[config.mk]
export PLATFORM = sky130hd
export DESIGN_NAME = dt_timer
export DESIGN_NICKNAME = d
export VERILOG_FILES = /design/src/common/dt_pkg.sv /design/src/verilog/dt_pin_sync.sv /design/src/verilog/dt_prescaler.sv /design/src/verilog/dt_timer.sv
export SDC_FILE = /design/constraint.sdc
export NUM_CORES = 1
export LEC_CHECK = 0
export ABC_AREA = 0
export BUFFER_PORTS_ARGS = -buffer_cell sky130_fd_sc_hd__buf_2
export CORE_ASPECT_RATIO = 1.1
export CORE_MARGIN = 2
export CORE_UTILIZATION = 40
export CTS_BUF_LIST = sky130_fd_sc_hd__clkbuf_8
export CTS_CLUSTER_DIAMETER = 40
export DETAILED_ROUTE_END_ITERATION = 16
export PLACE_DENSITY = 0.54
export SLEW_MARGIN = 20
export SYNTH_ARGS = -nofsm -noshare
export SYNTH_HDL_FRONTEND = slang
export SYNTH_SLANG_ARGS = --single-unit
[constraint.sdc]
create_clock -name clk_sys -period 3.05 [get_ports clk_sys]
set_clock_uncertainty 0.1 [all_clocks]
set_input_delay 0 -clock clk_sys [delete_from_list [all_inputs] [get_ports clk_sys]]
set_output_delay 0 -clock clk_sys [all_outputs]
set_load 0.1 [all_outputs]
[src/common/dt_pkg.sv]
// Shared constants, register map and types for the dual 16/32-bit timer
package dt_pkg;

    // Register indices as printed; byte address is four times the index
    localparam logic [9:0] DT_IDX_LOWER_COUNT   = 10'h106;
    localparam logic [9:0] DT_IDX_UPPER_HOLD    = 10'h108;
    localparam logic [9:0] DT_IDX_UPPER_COUNT   = 10'h10a;
    localparam logic [9:0] DT_IDX_LOWER_PERIOD  = 10'h10c;
    localparam logic [9:0] DT_IDX_UPPER_PERIOD  = 10'h10e;
    localparam logic [9:0] DT_IDX_LOWER_CONTROL = 10'h110;
    localparam logic [9:0] DT_IDX_UPPER_CONTROL = 10'h112;
    localparam logic [9:0] DT_IDX_IRQ_FLAG      = 10'h114;
    localparam logic [9:0] DT_IDX_IRQ_ENABLE    = 10'h116;

    localparam int DT_ADDR_W = 12;
    localparam int DT_DATA_W = 16;

    // Values after reset
    localparam logic [15:0] DT_RST_COUNT   = 16'h0000;
    localparam logic [15:0] DT_RST_PERIOD  = 16'hffff;
    localparam logic [15:0] DT_RST_CONTROL = 16'h0000;
    localparam logic [15:0] DT_RST_IRQ     = 16'h0000;
    localparam logic [7:0]  DT_RST_PS      = 8'h00;

    // Interrupt flag and enable bit positions
    localparam int DT_BIT_IRQ_UPPER = 7;
    localparam int DT_BIT_IRQ_LOWER = 6;
    localparam logic [15:0] DT_IRQ_MASK = 16'h00c0;

    // Prescale select encodings and terminal counts
    localparam logic [1:0] DT_PS_1   = 2'h0;
    localparam logic [1:0] DT_PS_8   = 2'h1;
    localparam logic [1:0] DT_PS_64  = 2'h2;
    localparam logic [1:0] DT_PS_256 = 2'h3;
    localparam logic [7:0] DT_PS_LIM_1   = 8'h00;
    localparam logic [7:0] DT_PS_LIM_8   = 8'h07;
    localparam logic [7:0] DT_PS_LIM_64  = 8'h3f;
    localparam logic [7:0] DT_PS_LIM_256 = 8'hff;

    // Control register layout, bit 15 down to bit 0
    typedef struct packed {
        logic       timer_on;            // 15
        logic       rsv14;               // 14
        logic       idle_stop;           // 13
        logic [5:0] rsv12_7;             // 12..7
        logic       gate_enable;         // 6
        logic [1:0] prescale_select;     // 5..4
        logic       wide_mode_select;    // 3
        logic       rsv2;                // 2
        logic       clock_source_select; // 1
        logic       rsv0;                // 0
    } dt_ctrl_t;

    // Keep only implemented bits; the upper control has no wide mode bit
    function automatic dt_ctrl_t dt_ctrl_mask(input logic [15:0] d, input logic is_lower);
        dt_ctrl_t c;
        c = dt_ctrl_t'(d);
        c.rsv14 = 1'b0;
        c.rsv12_7 = 6'h00;
        c.rsv2 = 1'b0;
        c.rsv0 = 1'b0;
        c.wide_mode_select = d[3] & is_lower;
        return c;
    endfunction

    // Terminal count of the prescaler for a select value
    function automatic logic [7:0] dt_ps_limit(input logic [1:0] sel);
        logic [7:0] lim;
        lim = DT_PS_LIM_1;
        case (sel)
            DT_PS_1:   lim = DT_PS_LIM_1;
            DT_PS_8:   lim = DT_PS_LIM_8;
            DT_PS_64:  lim = DT_PS_LIM_64;
            default:   lim = DT_PS_LIM_256;
        endcase
        return lim;
    endfunction

endpackage

[src/verilog/dt_pin_sync.sv]
// Two-stage synchroniser with edge detection for a timer pin
`timescale 1ns/10ps
module dt_pin_sync
    import dt_pkg::*;
(
    input  wire logic clk_sys,
    input  wire logic resetn,
    input  wire logic pin,
    output logic      level,
    output logic      rise,
    output logic      fall
);
    logic s1;
    logic s2;
    logic s3;

    // First stage feeds only the second
    always_ff @(posedge clk_sys or negedge resetn) begin
        if (!resetn) begin
            s1 <= 1'b0;
            s2 <= 1'b0;
            s3 <= 1'b0;
        end else begin
            s1 <= pin;
            s2 <= s1;
            s3 <= s2;
        end
    end

    // Edges from the settled stages only
    assign level = s2;
    assign rise  = s2 & ~s3;
    assign fall  = ~s2 & s3;
endmodule

[src/verilog/dt_prescaler.sv]
// Prescaler for one timer: divides input ticks by 1, 8, 64 or 256
`timescale 1ns/10ps
module dt_prescaler
    import dt_pkg::*;
#(
    parameter bit SYNC_OUT = 1'b0
) (
    input  wire logic       clk_sys,
    input  wire logic       resetn,
    input  wire logic       tick,
    input  wire logic       clear,
    input  wire logic [1:0] sel,
    output logic            tick_out
);
    logic [7:0] cnt;
    wire  [7:0] lim  = dt_ps_limit(sel);
    wire        term = tick & (cnt == lim);

    // Divider count; clear beats a tick in the same cycle
    always_ff @(posedge clk_sys or negedge resetn) begin
        if (!resetn) begin
            cnt <= DT_RST_PS;
        end else if (clear) begin
            cnt <= DT_RST_PS;
        end else if (tick) begin
            cnt <= term ? DT_RST_PS : cnt + 8'h01;
        end
    end

    // Lower timer retimes the divided tick; upper timer uses it directly
    generate
        if (SYNC_OUT) begin : g_sync
            logic q;
            always_ff @(posedge clk_sys or negedge resetn) begin
                if (!resetn) begin
                    q <= 1'b0;
                end else begin
                    q <= term & ~clear;
                end
            end
            assign tick_out = q;
        end else begin : g_direct
            assign tick_out = term & ~clear;
        end
    endgenerate

    property p_ps_clear;
        @(posedge clk_sys) disable iff (!resetn)
        clear |=> (cnt == 8'h00);
    endproperty
    a_ps_clear: assert property (p_ps_clear) else $error("prescaler not cleared");
endmodule

[src/verilog/dt_timer.sv]
// Dual 16-bit or single 32-bit timer with register port and ADC trigger
// Notes on behaviour
// - In 32-bit mode lower count is low word, upper count is high word.
// - In 32-bit mode lower control sets everything; the upper control only clears the lower prescaler via a timer_on clear.
// - The 32-bit interrupt uses the upper flag and upper enable.
// - In 16-bit mode both timers run alone, as timer or synchronous counter.
// - Only the lower timer retimes its prescaler output to the system clock.
// - 32-bit timer counts each cycle up to the period, then wraps to zero.
// - Reading the lower count latches the upper count into the holding register.
// - In 32-bit mode write holding then lower count; the held word then loads the upper count.
// - 32-bit counter counts synchronised external rising edges and wraps at period.
// - Idle stops counting when idle_stop is set, else counting continues.
// - Gated mode counts system cycles only while the gate pin is high.
// - The upper gate enable does nothing; gating always uses the lower timer.
// - Gate falling edge ends counting without clearing; software clears the count.
// - A 32-bit period match pulses the ADC trigger output.
// - Prescaler divides the input clock by 1, 8, 64 or 256.
// - In 32-bit mode only the lower prescaler is used.
// - Prescaler clears on count write, timer_on clear, and reset.
// - A switched-off lower timer cannot have its prescaler cleared.
// - Writing a control register leaves the count registers unchanged.
// - In sleep the timer does not count.
// - 32-bit match or gate falling edge sets the upper flag; software clears.
// - Upper interrupt request appears only while the upper enable is set.
//
// The strobed register port was left to the implementer.
`timescale 1ns/10ps
module dt_timer
    import dt_pkg::*;
(
    input  wire logic                 clk_sys,
    input  wire logic                 resetn,
    input  wire logic [DT_ADDR_W-1:0] addr,
    input  wire logic [DT_DATA_W-1:0] wr_data,
    input  wire logic                 wr_en,
    input  wire logic                 rd_en,
    output logic      [DT_DATA_W-1:0] rd_data,
    input  wire logic                 lower_timer_clock_pin,
    input  wire logic                 upper_timer_clock_pin,
    input  wire logic                 cpu_idle,
    input  wire logic                 cpu_sleep,
    output logic                      upper_timer_irq,
    output logic                      lower_timer_irq,
    output logic                      adc_trigger
);
    // Registers
    logic     [15:0] lower_timer_count;
    logic     [15:0] upper_timer_count;
    logic     [15:0] upper_count_holding;
    logic     [15:0] lower_period;
    logic     [15:0] upper_period;
    dt_ctrl_t        lower_timer_control;
    dt_ctrl_t        upper_timer_control;
    logic     [15:0] irq_flag_reg_zero;
    logic     [15:0] irq_enable_reg_zero;

    // Address decode: word aligned, index in the upper address bits
    wire       aligned = (addr[1:0] == 2'h0);
    wire [9:0] idx     = addr[DT_ADDR_W-1:2];
    wire sel_lcnt = aligned & (idx == DT_IDX_LOWER_COUNT);
    wire sel_hold = aligned & (idx == DT_IDX_UPPER_HOLD);
    wire sel_ucnt = aligned & (idx == DT_IDX_UPPER_COUNT);
    wire sel_lpr  = aligned & (idx == DT_IDX_LOWER_PERIOD);
    wire sel_upr  = aligned & (idx == DT_IDX_UPPER_PERIOD);
    wire sel_lcon = aligned & (idx == DT_IDX_LOWER_CONTROL);
    wire sel_ucon = aligned & (idx == DT_IDX_UPPER_CONTROL);
    wire sel_flag = aligned & (idx == DT_IDX_IRQ_FLAG);
    wire sel_en   = aligned & (idx == DT_IDX_IRQ_ENABLE);

    wire wr_lcnt = wr_en & sel_lcnt;
    wire wr_hold = wr_en & sel_hold;
    wire wr_ucnt = wr_en & sel_ucnt;
    wire wr_lcon = wr_en & sel_lcon;
    wire wr_ucon = wr_en & sel_ucon;
    wire rd_lcnt = rd_en & sel_lcnt;

    // New control values as they would be stored
    wire dt_ctrl_t lcon_new = dt_ctrl_mask(wr_data, 1'b1);
    wire dt_ctrl_t ucon_new = dt_ctrl_mask(wr_data, 1'b0);

    // Pin synchronisers, lower pin doubles as gate input
    logic [1:0] pin_raw;
    logic [1:0] pin_lvl;
    logic [1:0] pin_rise;
    logic [1:0] pin_fall;
    assign pin_raw = {upper_timer_clock_pin, lower_timer_clock_pin};

    genvar gi;
    generate
        for (gi = 0; gi < 2; gi++) begin : g_pin
            dt_pin_sync u_sync (
                .clk_sys (clk_sys),
                .resetn  (resetn),
                .pin     (pin_raw[gi]),
                .level   (pin_lvl[gi]),
                .rise    (pin_rise[gi]),
                .fall    (pin_fall[gi])
            );
        end
    endgenerate

    // Mode and run conditions
    wire wide = lower_timer_control.wide_mode_select;
    // Gating only from the lower control and only with the system clock
    wire lgate = lower_timer_control.gate_enable & ~lower_timer_control.clock_source_select;
    wire run0 = lower_timer_control.timer_on & ~cpu_sleep
              & ~(cpu_idle & lower_timer_control.idle_stop);
    // Upper timer takes no part in wide mode; only its timer_on clear still reaches the lower prescaler
    wire run1 = ~wide & upper_timer_control.timer_on & ~cpu_sleep
              & ~(cpu_idle & upper_timer_control.idle_stop);

    // Tick sources ahead of the prescalers
    wire src0 = lower_timer_control.clock_source_select ? pin_rise[0]
              : (lgate ? pin_lvl[0] : 1'b1);
    wire src1 = upper_timer_control.clock_source_select ? pin_rise[1] : 1'b1;

    // Prescaler clears; a stopped lower timer keeps its divider state
    wire lcon_off = wr_lcon & lower_timer_control.timer_on & ~lcon_new.timer_on;
    wire ucon_off = wr_ucon & upper_timer_control.timer_on & ~ucon_new.timer_on;
    // An upper timer_on clear must not reach a stopped lower divider either
    wire ps_clr0  = ((wr_lcnt | wr_ucnt | ucon_off) & lower_timer_control.timer_on)
                  | lcon_off;
    wire ps_clr1  = wr_lcnt | wr_ucnt | lcon_off | ucon_off;

    logic [1:0] ps_tick;
    logic [1:0] ps_out;
    logic [1:0] ps_clr;
    logic [3:0] ps_sel;
    assign ps_tick = {src1 & run1, src0 & run0};
    assign ps_clr  = {ps_clr1, ps_clr0};
    assign ps_sel  = {upper_timer_control.prescale_select,
                      lower_timer_control.prescale_select};

    generate
        for (gi = 0; gi < 2; gi++) begin : g_ps
            dt_prescaler #(
                .SYNC_OUT (gi == 0)
            ) u_ps (
                .clk_sys  (clk_sys),
                .resetn   (resetn),
                .tick     (ps_tick[gi]),
                .clear    (ps_clr[gi]),
                .sel      (ps_sel[2*gi +: 2]),
                .tick_out (ps_out[gi])
            );
        end
    endgenerate

    // Count enables; retimed lower tick is gated again so sleep stops it at once
    wire inc0 = ps_out[0] & run0;
    wire inc1 = ps_out[1] & run1;

    // Concatenated count and period
    wire [31:0] cnt32 = {upper_timer_count, lower_timer_count};
    wire [31:0] per32 = {upper_period, lower_period};
    wire m32  = wide & inc0 & (cnt32 == per32);
    wire m_lo = ~wide & inc0 & (lower_timer_count == lower_period);
    wire m_hi = inc1 & (upper_timer_count == upper_period);
    wire [31:0] next_cnt32 = m32 ? 32'h0000_0000 : cnt32 + 32'h0000_0001;

    // Gate falling edge ends a gated run without touching the count
    wire gate_fall = lgate & lower_timer_control.timer_on & pin_fall[0];

    // Next counts: software write wins over a tick in the same cycle
    logic [15:0] next_lcnt;
    logic [15:0] next_ucnt;
    assign next_lcnt = wr_lcnt ? wr_data
                     : (wide & inc0) ? next_cnt32[15:0]
                     : inc0 ? (m_lo ? 16'h0000 : lower_timer_count + 16'h0001)
                     : lower_timer_count;
    assign next_ucnt = (wr_lcnt & wide) ? upper_count_holding
                     : wr_ucnt ? wr_data
                     : (wide & inc0) ? next_cnt32[31:16]
                     : inc1 ? (m_hi ? 16'h0000 : upper_timer_count + 16'h0001)
                     : upper_timer_count;

    // Count registers; control writes do not reach them
    always_ff @(posedge clk_sys or negedge resetn) begin
        if (!resetn) begin
            lower_timer_count <= DT_RST_COUNT;
            upper_timer_count <= DT_RST_COUNT;
        end else begin
            lower_timer_count <= next_lcnt;
            upper_timer_count <= next_ucnt;
        end
    end

    // Holding register: written by software, loaded on a lower count read
    always_ff @(posedge clk_sys or negedge resetn) begin
        if (!resetn) begin
            upper_count_holding <= DT_RST_COUNT;
        end else if (wr_hold) begin
            upper_count_holding <= wr_data;
        end else if (rd_lcnt) begin
            upper_count_holding <= upper_timer_count;
        end
    end

    // Period and control registers
    always_ff @(posedge clk_sys or negedge resetn) begin
        if (!resetn) begin
            lower_period        <= DT_RST_PERIOD;
            upper_period        <= DT_RST_PERIOD;
            lower_timer_control <= dt_ctrl_t'(DT_RST_CONTROL);
            upper_timer_control <= dt_ctrl_t'(DT_RST_CONTROL);
        end else begin
            if (wr_en & sel_lpr) lower_period <= wr_data;
            if (wr_en & sel_upr) upper_period <= wr_data;
            if (wr_lcon) lower_timer_control <= lcon_new;
            if (wr_ucon) upper_timer_control <= ucon_new;
        end
    end

    // Flag sets; in wide mode every event lands on the upper flag
    wire set_u = m32 | m_hi | (wide & gate_fall);
    wire set_l = m_lo | (~wide & gate_fall);
    wire [15:0] flag_set = {8'h00, set_u, set_l, 6'h00};
    wire [15:0] flag_base = (wr_en & sel_flag) ? (wr_data & DT_IRQ_MASK) : irq_flag_reg_zero;
    // Set wins over a software clear in the same cycle
    wire [15:0] next_flag = flag_base | flag_set;

    always_ff @(posedge clk_sys or negedge resetn) begin
        if (!resetn) begin
            irq_flag_reg_zero   <= DT_RST_IRQ;
            irq_enable_reg_zero <= DT_RST_IRQ;
        end else begin
            irq_flag_reg_zero <= next_flag;
            if (wr_en & sel_en) irq_enable_reg_zero <= wr_data & DT_IRQ_MASK;
        end
    end

    // Read mux; unmapped or misaligned reads give zero
    wire [15:0] rd_mux = sel_lcnt ? lower_timer_count
                       : sel_hold ? upper_count_holding
                       : sel_ucnt ? upper_timer_count
                       : sel_lpr  ? lower_period
                       : sel_upr  ? upper_period
                       : sel_lcon ? 16'(lower_timer_control)
                       : sel_ucon ? 16'(upper_timer_control)
                       : sel_flag ? irq_flag_reg_zero
                       : sel_en   ? irq_enable_reg_zero
                       : 16'h0000;

    // Registered outputs: read data valid only the cycle after the strobe
    always_ff @(posedge clk_sys or negedge resetn) begin
        if (!resetn) begin
            rd_data         <= 16'h0000;
            upper_timer_irq <= 1'b0;
            lower_timer_irq <= 1'b0;
            adc_trigger     <= 1'b0;
        end else begin
            rd_data         <= rd_en ? rd_mux : 16'h0000;
            upper_timer_irq <= irq_flag_reg_zero[DT_BIT_IRQ_UPPER]
                             & irq_enable_reg_zero[DT_BIT_IRQ_UPPER];
            lower_timer_irq <= irq_flag_reg_zero[DT_BIT_IRQ_LOWER]
                             & irq_enable_reg_zero[DT_BIT_IRQ_LOWER];
            adc_trigger     <= m32;
        end
    end

    // Checks
    property p_wrap32;
        @(posedge clk_sys) disable iff (!resetn)
        (m32 && !wr_lcnt && !wr_ucnt) |=> (cnt32 == 32'h0000_0000);
    endproperty
    a_wrap32: assert property (p_wrap32) else $error("32-bit count did not wrap");

    property p_inc32;
        @(posedge clk_sys) disable iff (!resetn)
        (wide && inc0 && !m32 && !wr_lcnt && !wr_ucnt) |=> (cnt32 == $past(cnt32) + 32'h1);
    endproperty
    a_inc32: assert property (p_inc32) else $error("32-bit count did not advance");

    property p_hold_capture;
        @(posedge clk_sys) disable iff (!resetn)
        (rd_lcnt && !wr_hold) |=> (upper_count_holding == $past(upper_timer_count));
    endproperty
    a_hold_capture: assert property (p_hold_capture) else $error("holding not latched");

    property p_coherent_write;
        @(posedge clk_sys) disable iff (!resetn)
        (wr_lcnt && wide) |=> (upper_timer_count == $past(upper_count_holding))
                              && (lower_timer_count == $past(wr_data));
    endproperty
    a_coherent_write: assert property (p_coherent_write) else $error("32-bit write broken");

    property p_ctrl_keeps_count;
        @(posedge clk_sys) disable iff (!resetn)
        ((wr_lcon || wr_ucon) && !inc0 && !inc1) |=> $stable(cnt32);
    endproperty
    a_ctrl_keeps_count: assert property (p_ctrl_keeps_count) else $error("count changed");

    property p_sleep_hold;
        @(posedge clk_sys) disable iff (!resetn)
        (cpu_sleep && !wr_lcnt && !wr_ucnt) |=> (cnt32 == $past(cnt32));
    endproperty
    a_sleep_hold: assert property (p_sleep_hold) else $error("counted in sleep");

    property p_gate_low_hold;
        @(posedge clk_sys) disable iff (!resetn)
        (lgate && !pin_lvl[0] && !ps_out[0] && !wr_lcnt) |=> $stable(lower_timer_count);
    endproperty
    a_gate_low_hold: assert property (p_gate_low_hold) else $error("counted with gate low");

    property p_flag_set;
        @(posedge clk_sys) disable iff (!resetn)
        (m32 || (wide && gate_fall)) |=> irq_flag_reg_zero[DT_BIT_IRQ_UPPER];
    endproperty
    a_flag_set: assert property (p_flag_set) else $error("upper flag not set");

    property p_irq_gated;
        @(posedge clk_sys) disable iff (!resetn)
        upper_timer_irq |-> $past(irq_enable_reg_zero[DT_BIT_IRQ_UPPER])
                            && $past(irq_flag_reg_zero[DT_BIT_IRQ_UPPER]);
    endproperty
    a_irq_gated: assert property (p_irq_gated) else $error("irq without enable");

    property p_adc;
        @(posedge clk_sys) disable iff (!resetn)
        m32 |=> adc_trigger ##1 !adc_trigger || $past(m32);
    endproperty
    a_adc: assert property (p_adc) else $error("ADC trigger wrong");
endmodule

Yosys cells after proc, flatten, opt, wreduce, memory -nomap -nowiden --
Cells that the tools add are included.
Storage, ports and cells: register bits after elaboration 153, output and inout port bits 19, memories 0, input bits 36, bits in read-only memories 0, bits in latches 0, memory bits (writable) 0, logic and storage cells 171
Cells by class: shift operators 0, mux-type cells 34, reduce and logical (&&, ||, !) cells 8, magnitude comparators 0, bitwise operators 75, div/mod/pow operators 0, multiply operators 0, add/subtract/negate cells 5, equal/unequal tests 18
Operators by type and width (number):
- $mux W16 | 21
- $eq A10 B9 Y1 const B | 9
- $mux W8 | 7
- $and A1 B1 Y1 | 55
- $pmux W8 S3 | 2
- $add A16 B1 Y16 const B | 2
- $add A32 B1 Y32 const B | 1
- $eq A16 B16 Y1 | 2
- $eq A32 B32 Y1 | 1
- $mux W32 | 1
- $add A8 B1 Y8 const B | 2
- $eq A8 B8 Y1 | 2
- $or A16 B8 Y16 | 1
- $not A1 Y1 | 11
- $or A1 B1 Y1 | 8
- $logic_not A2 Y1 | 3
- $reduce_bool A2 Y1 | 3
- $eq A2 B1 Y1 const B | 2
- $eq A2 B2 Y1 const B | 2
- $reduce_bool A4 Y1 | 1
- $mux W1 | 3
- $reduce_bool A3 Y1 | 1

Logic depth before layout (Yosys ltp) --
depth after elaboration 16, depth in mapped cells 10, mapped depth without buffers 8

Modules after synthesis --
From an unflattened synthesis, not the netlist that was laid out.
Unflattened totals: cells, all modules 874, area, all modules 8374.3 um^2
By module, submodules not included:
- dt_timer | cells an instance 737, area an instance 7003.0 um^2, times used 1, sequential area each 2942.8 um^2
- dt_prescaler (g_ps[1].u_ps) | cells an instance 66, area an instance 615.6 um^2, times used 1, sequential area each 200.2 um^2
- dt_prescaler (g_ps[0].u_ps) | cells an instance 61, area an instance 575.6 um^2, times used 1, sequential area each 225.2 um^2
- dt_pin_sync | cells an instance 5, area an instance 90.1 um^2, times used 2, sequential area each 75.1 um^2

Worst setup path after synthesis --
No wires, ideal clock.
kind register to register, start reg g_ps[1].u_ps.cnt[0], end reg upper_timer_count[10], data arrival time 2.423 ns, required time 2.819 ns, path slack 0.395 ns, clock period less this slack 2.655 ns, path buffers 0, setup time 0.131 ns, stages on the path, launching flop included 8, path through dfrtp_1 or4_4 a2111oi_4 o21ai_1 or3_1 nand2_1 a21boi_0 or3_1
On the way: longest elaborated chain between the ends 10, elaborated cells on any way between the ends 11, those cells by class eq/ne: 1; mux: 5; bitwise: 4; reduce/logical: 1
Ends and longest elaborated chain:
- start: declaration | line dt_prescaler.sv:15 | logic [7:0] cnt;
- start signal: assignment | line dt_prescaler.sv:26 | cnt <= term ? DT_RST_PS : cnt + 8'h01;
- $eq A8 B8 Y1 (*) | line dt_prescaler.sv:17 | wire term = tick & (cnt == lim);
- $and A1 B1 Y1 (*) | line dt_prescaler.sv:17
- $and A1 B1 Y1 (*) | line dt_prescaler.sv:43 | assign tick_out = term & ~clear;
- $and A1 B1 Y1 (*) | line dt_timer.sv:151 | wire inc1 = ps_out[1] & run1;
- $and A1 B1 Y1 | line dt_timer.sv:158 | wire m_hi = inc1 & (upper_timer_count == upper_period);
- $mux W16 (2 in series) | line dt_timer.sv:174 | : inc1 ? (m_hi ? 16'h0000 : upper_timer_count + 16'h0001)
- $mux W16 | line dt_timer.sv:173 | : (wide & inc0) ? next_cnt32[31:16]
- $mux W16 | line dt_timer.sv:172 | : wr_ucnt ? wr_data
- $mux W16 | line dt_timer.sv:171 | assign next_ucnt = (wr_lcnt & wide) ? upper_count_holding
- end signal: assignment | line dt_timer.sv:184 | upper_timer_count <= next_ucnt;
- end: declaration | line dt_timer.sv:48 | logic [15:0] upper_timer_count;
Mark *: on every way between the ends. The rest lies on a longest branch, timed or not. The select of a mux whose other input is x is not followed. A chain may end at the register's enable or synchronous reset.

Worst setup path after layout --
start reg g_ps[1].u_ps.cnt[1], end reg upper_timer_count[2]
The elaborated chain is that of the path after synthesis.

==> impl_results.md <==
- Status: finished clean
- Global-route wire length before repair: 44.5 mm
- Flop pwr share: 0.513
- First drt pass iteration count: 5
- Syn Nets: 890
- Die Span Y: 154 um
- Placement Setup Slack: 0.132 ns
- Port-buffer cells: 54
- Number of DRC markers in iteration 0: 697
- Mapped Cells: 850
- Leak: 4.34 nW
- Biggest area consumer among synthesized cells: dfrtp_1
- Via density: 6.26
- Remaining DRCs: 0
- Number of synthesized flops with an enable pin: 0
- GP Congestion: 0.931
- Max-cap violation count: 0
- Asr flop ratio synth: 1.00
- Area grow syn2layout: 17.7%
- Initial core utilization: 0.410
- Total Power: 3.64 mW
- Worst-margin pin slew: 0.810 ns
- Post-synthesis sequential area ratio: 0.431
- Max-slew violation count: 0
- Worst-Skew Late Latency: 0.45 ns
- Critical path arrival: 3.18 ns
- Count leader, synth: dfrtp_1
- CTS buffer count: 17
- Startpoint type of the worst setup path: register
- Die W: 140 um
- Critical Path RT: 3.28 ns
- Crit Path Category: reg2reg
- Commonest cells in the netlist: dfrtp_1 (107), nand2_1 (69), clkbuf_1 (55)
- Fin util: 0.482
- M2 GR Usage: 0.458
- Int Power: 2.69 mW
- Min-Delay Path Class: in2async
- Max clock buf depth: 2
- Clock transition at path regs: 0.08 ns
- Final ANT Viol Nets: 0
- Ys flop type: dfrtp_1
- RSZ-0062 raised after global routing: yes
- Netlist cell types: 72
- Share of cells above drive strength 1: 0.263
- H-tree Lvls: 4
- Vias in the first global route: 7372
- Clock share of power: 0.433
- Setup bufs post-CTS: 0
- I/O pin total: 55
- Final Hold Viols: 0
- Area share of the largest cell type after synthesis: 0.328
- Fin nets: 979
- Total number of vias: 7534
- DR WL/cell: 23.8 um
- Gr usage total: 0.271
- Final worst-path setup slack: 0.101 ns
- CTS Sinks: 139
- Initial antenna violation count: 0
- Part of the cycle the worst path needs: 0.967
- Power per cell area: 379 nW/um2
- Switching pwr: 0.951 mW
- CP endpoint kind: register
- DP HPWL: 21.1 mm
- Largest cells by area after synthesis: dfrtp_1 (33%), dfstp_2 (10%), mux2_2 (6.9%)
- Rel. slew slack: 0.460
- Fmax: 339 MHz
- Pin count of the biggest net entering global routing: 76
- Finish-stage setup viols: 0
- Switching Share: 0.261
- Yosys warns: 0
- GRT Max-Usage Layer: met2
- Gr ovfl total: 0
- Critical-path maximum fanout: 7
- Peak VDD IR: 0.270 mV
- Root Buffer: clkbuf_8
- N_diodes: 0
- Avg Inst Size Synth: 9.61 um2
- Detailed Route WL: 28.7 mm
- Met3 usage: 0.0377
- Area post-placement: 8970 um2
- Met1 usage: 0.352
- Minimum clock period: 2.95 ns
- Fin area: 9610 um2
- Combinational power share: 0.053
- Rows: 54
- #FFs+latches synth: 139
- Mapped cell area: 8170 um2
- CTS tree: built
- Die area: 21600 um2
- Core Region: 19900 um2
kinds of logic (layout without fill, tap and decap cells):
| logic type | Yosys count | after routing | synth area share |
|---|---|---|---|
| adders and majority gates | 4 | 4 | 0.00613 |
| DFF | 139 | 139 | 0.431 |
| and+or+nand+nor | 282 | 282 | 0.184 |
| buffers and inverters | 83 | 185 | 0.0408 |
| xor gates and xnor gates | 53 | 53 | 0.0568 |
| muxes | 68 | 68 | 0.0925 |
| AOI/OAI and AO/OA | 221 | 221 | 0.189 |
worst paths after layout:
check,endpoint,from,cells after the start,slack [ns]
max,upper_timer_count[2],g_ps[1].u_ps.cnt[1],7,0.10
min,upper_timer_count[11],resetn,2,0.02
max reg2reg,upper_timer_count[2],g_ps[1].u_ps.cnt[1],7,0.10
min reg2reg,g_pin[0].u_sync.level,g_pin[0].u_sync.s1,0,0.26
max in group asynchronous,lower_period[13],resetn,3,1.89
min in group clk_sys,g_ps[1].u_ps.cnt[1],cpu_idle,5,0.04
critical path: stages (launching register included):
cell and delay (ns):
dfrtp_1 0.45, or4_4 0.51, a2111oi_4 0.38, o21ai_1 0.16
or3_1 0.47, a211oi_1 0.48, o31a_1 0.23, nor3_1 0.04
final cells by class:
type,instances,area (um2)
Inverter,13,48.8
Timing Repair Buffer,140,992
Multi-Input combinational cell,628,4330
Clock buffer,18,248
Tap cell,252,315
Fill cell,1868,10300
Sequential cell,139,3520
Clock inverter,14,159
through the flow:
stage               instances   TNS, ns  hold WS, ns
CTS                      1204         0       0.0107
detailed placement       1149         0      0.00331
global route             1204  -0.00844       0.0401
floorplan                 850         0       -0.396
global placement         1149         0     -0.00858
finish                   1204         0       0.0155
per-layer routing:
layer	share of wire	routed length (um)
met5	0	0
met4	0.036	1030
met3	0.060	1720
met2	0.49	14100
met1	0.41	11900
cells in the final DEF (no fill, tap or decap), types with 30 or more instances in the layout:
cell / netlist / layout
a21oi_1: 42 / 42
a22oi_1: 30 / 30
buf_2: 11 / 53
buf_4: 0 / 62
dfrtp_1: 107 / 107
dfstp_2: 32 / 32
mux2_2: 50 / 50
nand2_1: 69 / 69
nand3_1: 33 / 33
nor2_1: 49 / 49
o21ai_0: 43 / 43
repair_timing:
item / CTS / global route
resized for setup: 0 / 1
hold endpoints to repair: 166 / 0
hold buffers: 23 / 0
endpoints found under the setup margin: 0 / 2
power groups by stage:
| stage | combinational (mW) | sequential, mW | clock [mW] |
|---|---|---|---|
| 3_3_place_gp | 0.170 | 1.90 | 0 |
| 3_5_place_dp | 0.173 | 1.90 | 0 |
| 6_report | 0.194 | 1.87 | 1.58 |
| 4_1_cts | 0.196 | 1.87 | 1.62 |
| 5_1_grt | 0.211 | 1.87 | 1.71 |
| 2_1_floorplan | 0.0544 | 1.90 | 0 |
sequential cells by signal, indices dropped and copies added, names as in the netlist, 6 cells and up:
name and flops:
rd_data 16, lower_period 16, lower_timer_control 6, g_ps.u_ps.cnt 16, lower_timer_count 16, upper_count_holding 16, upper_period 16, upper_timer_count 16
(Power assumes the default switching activity.)
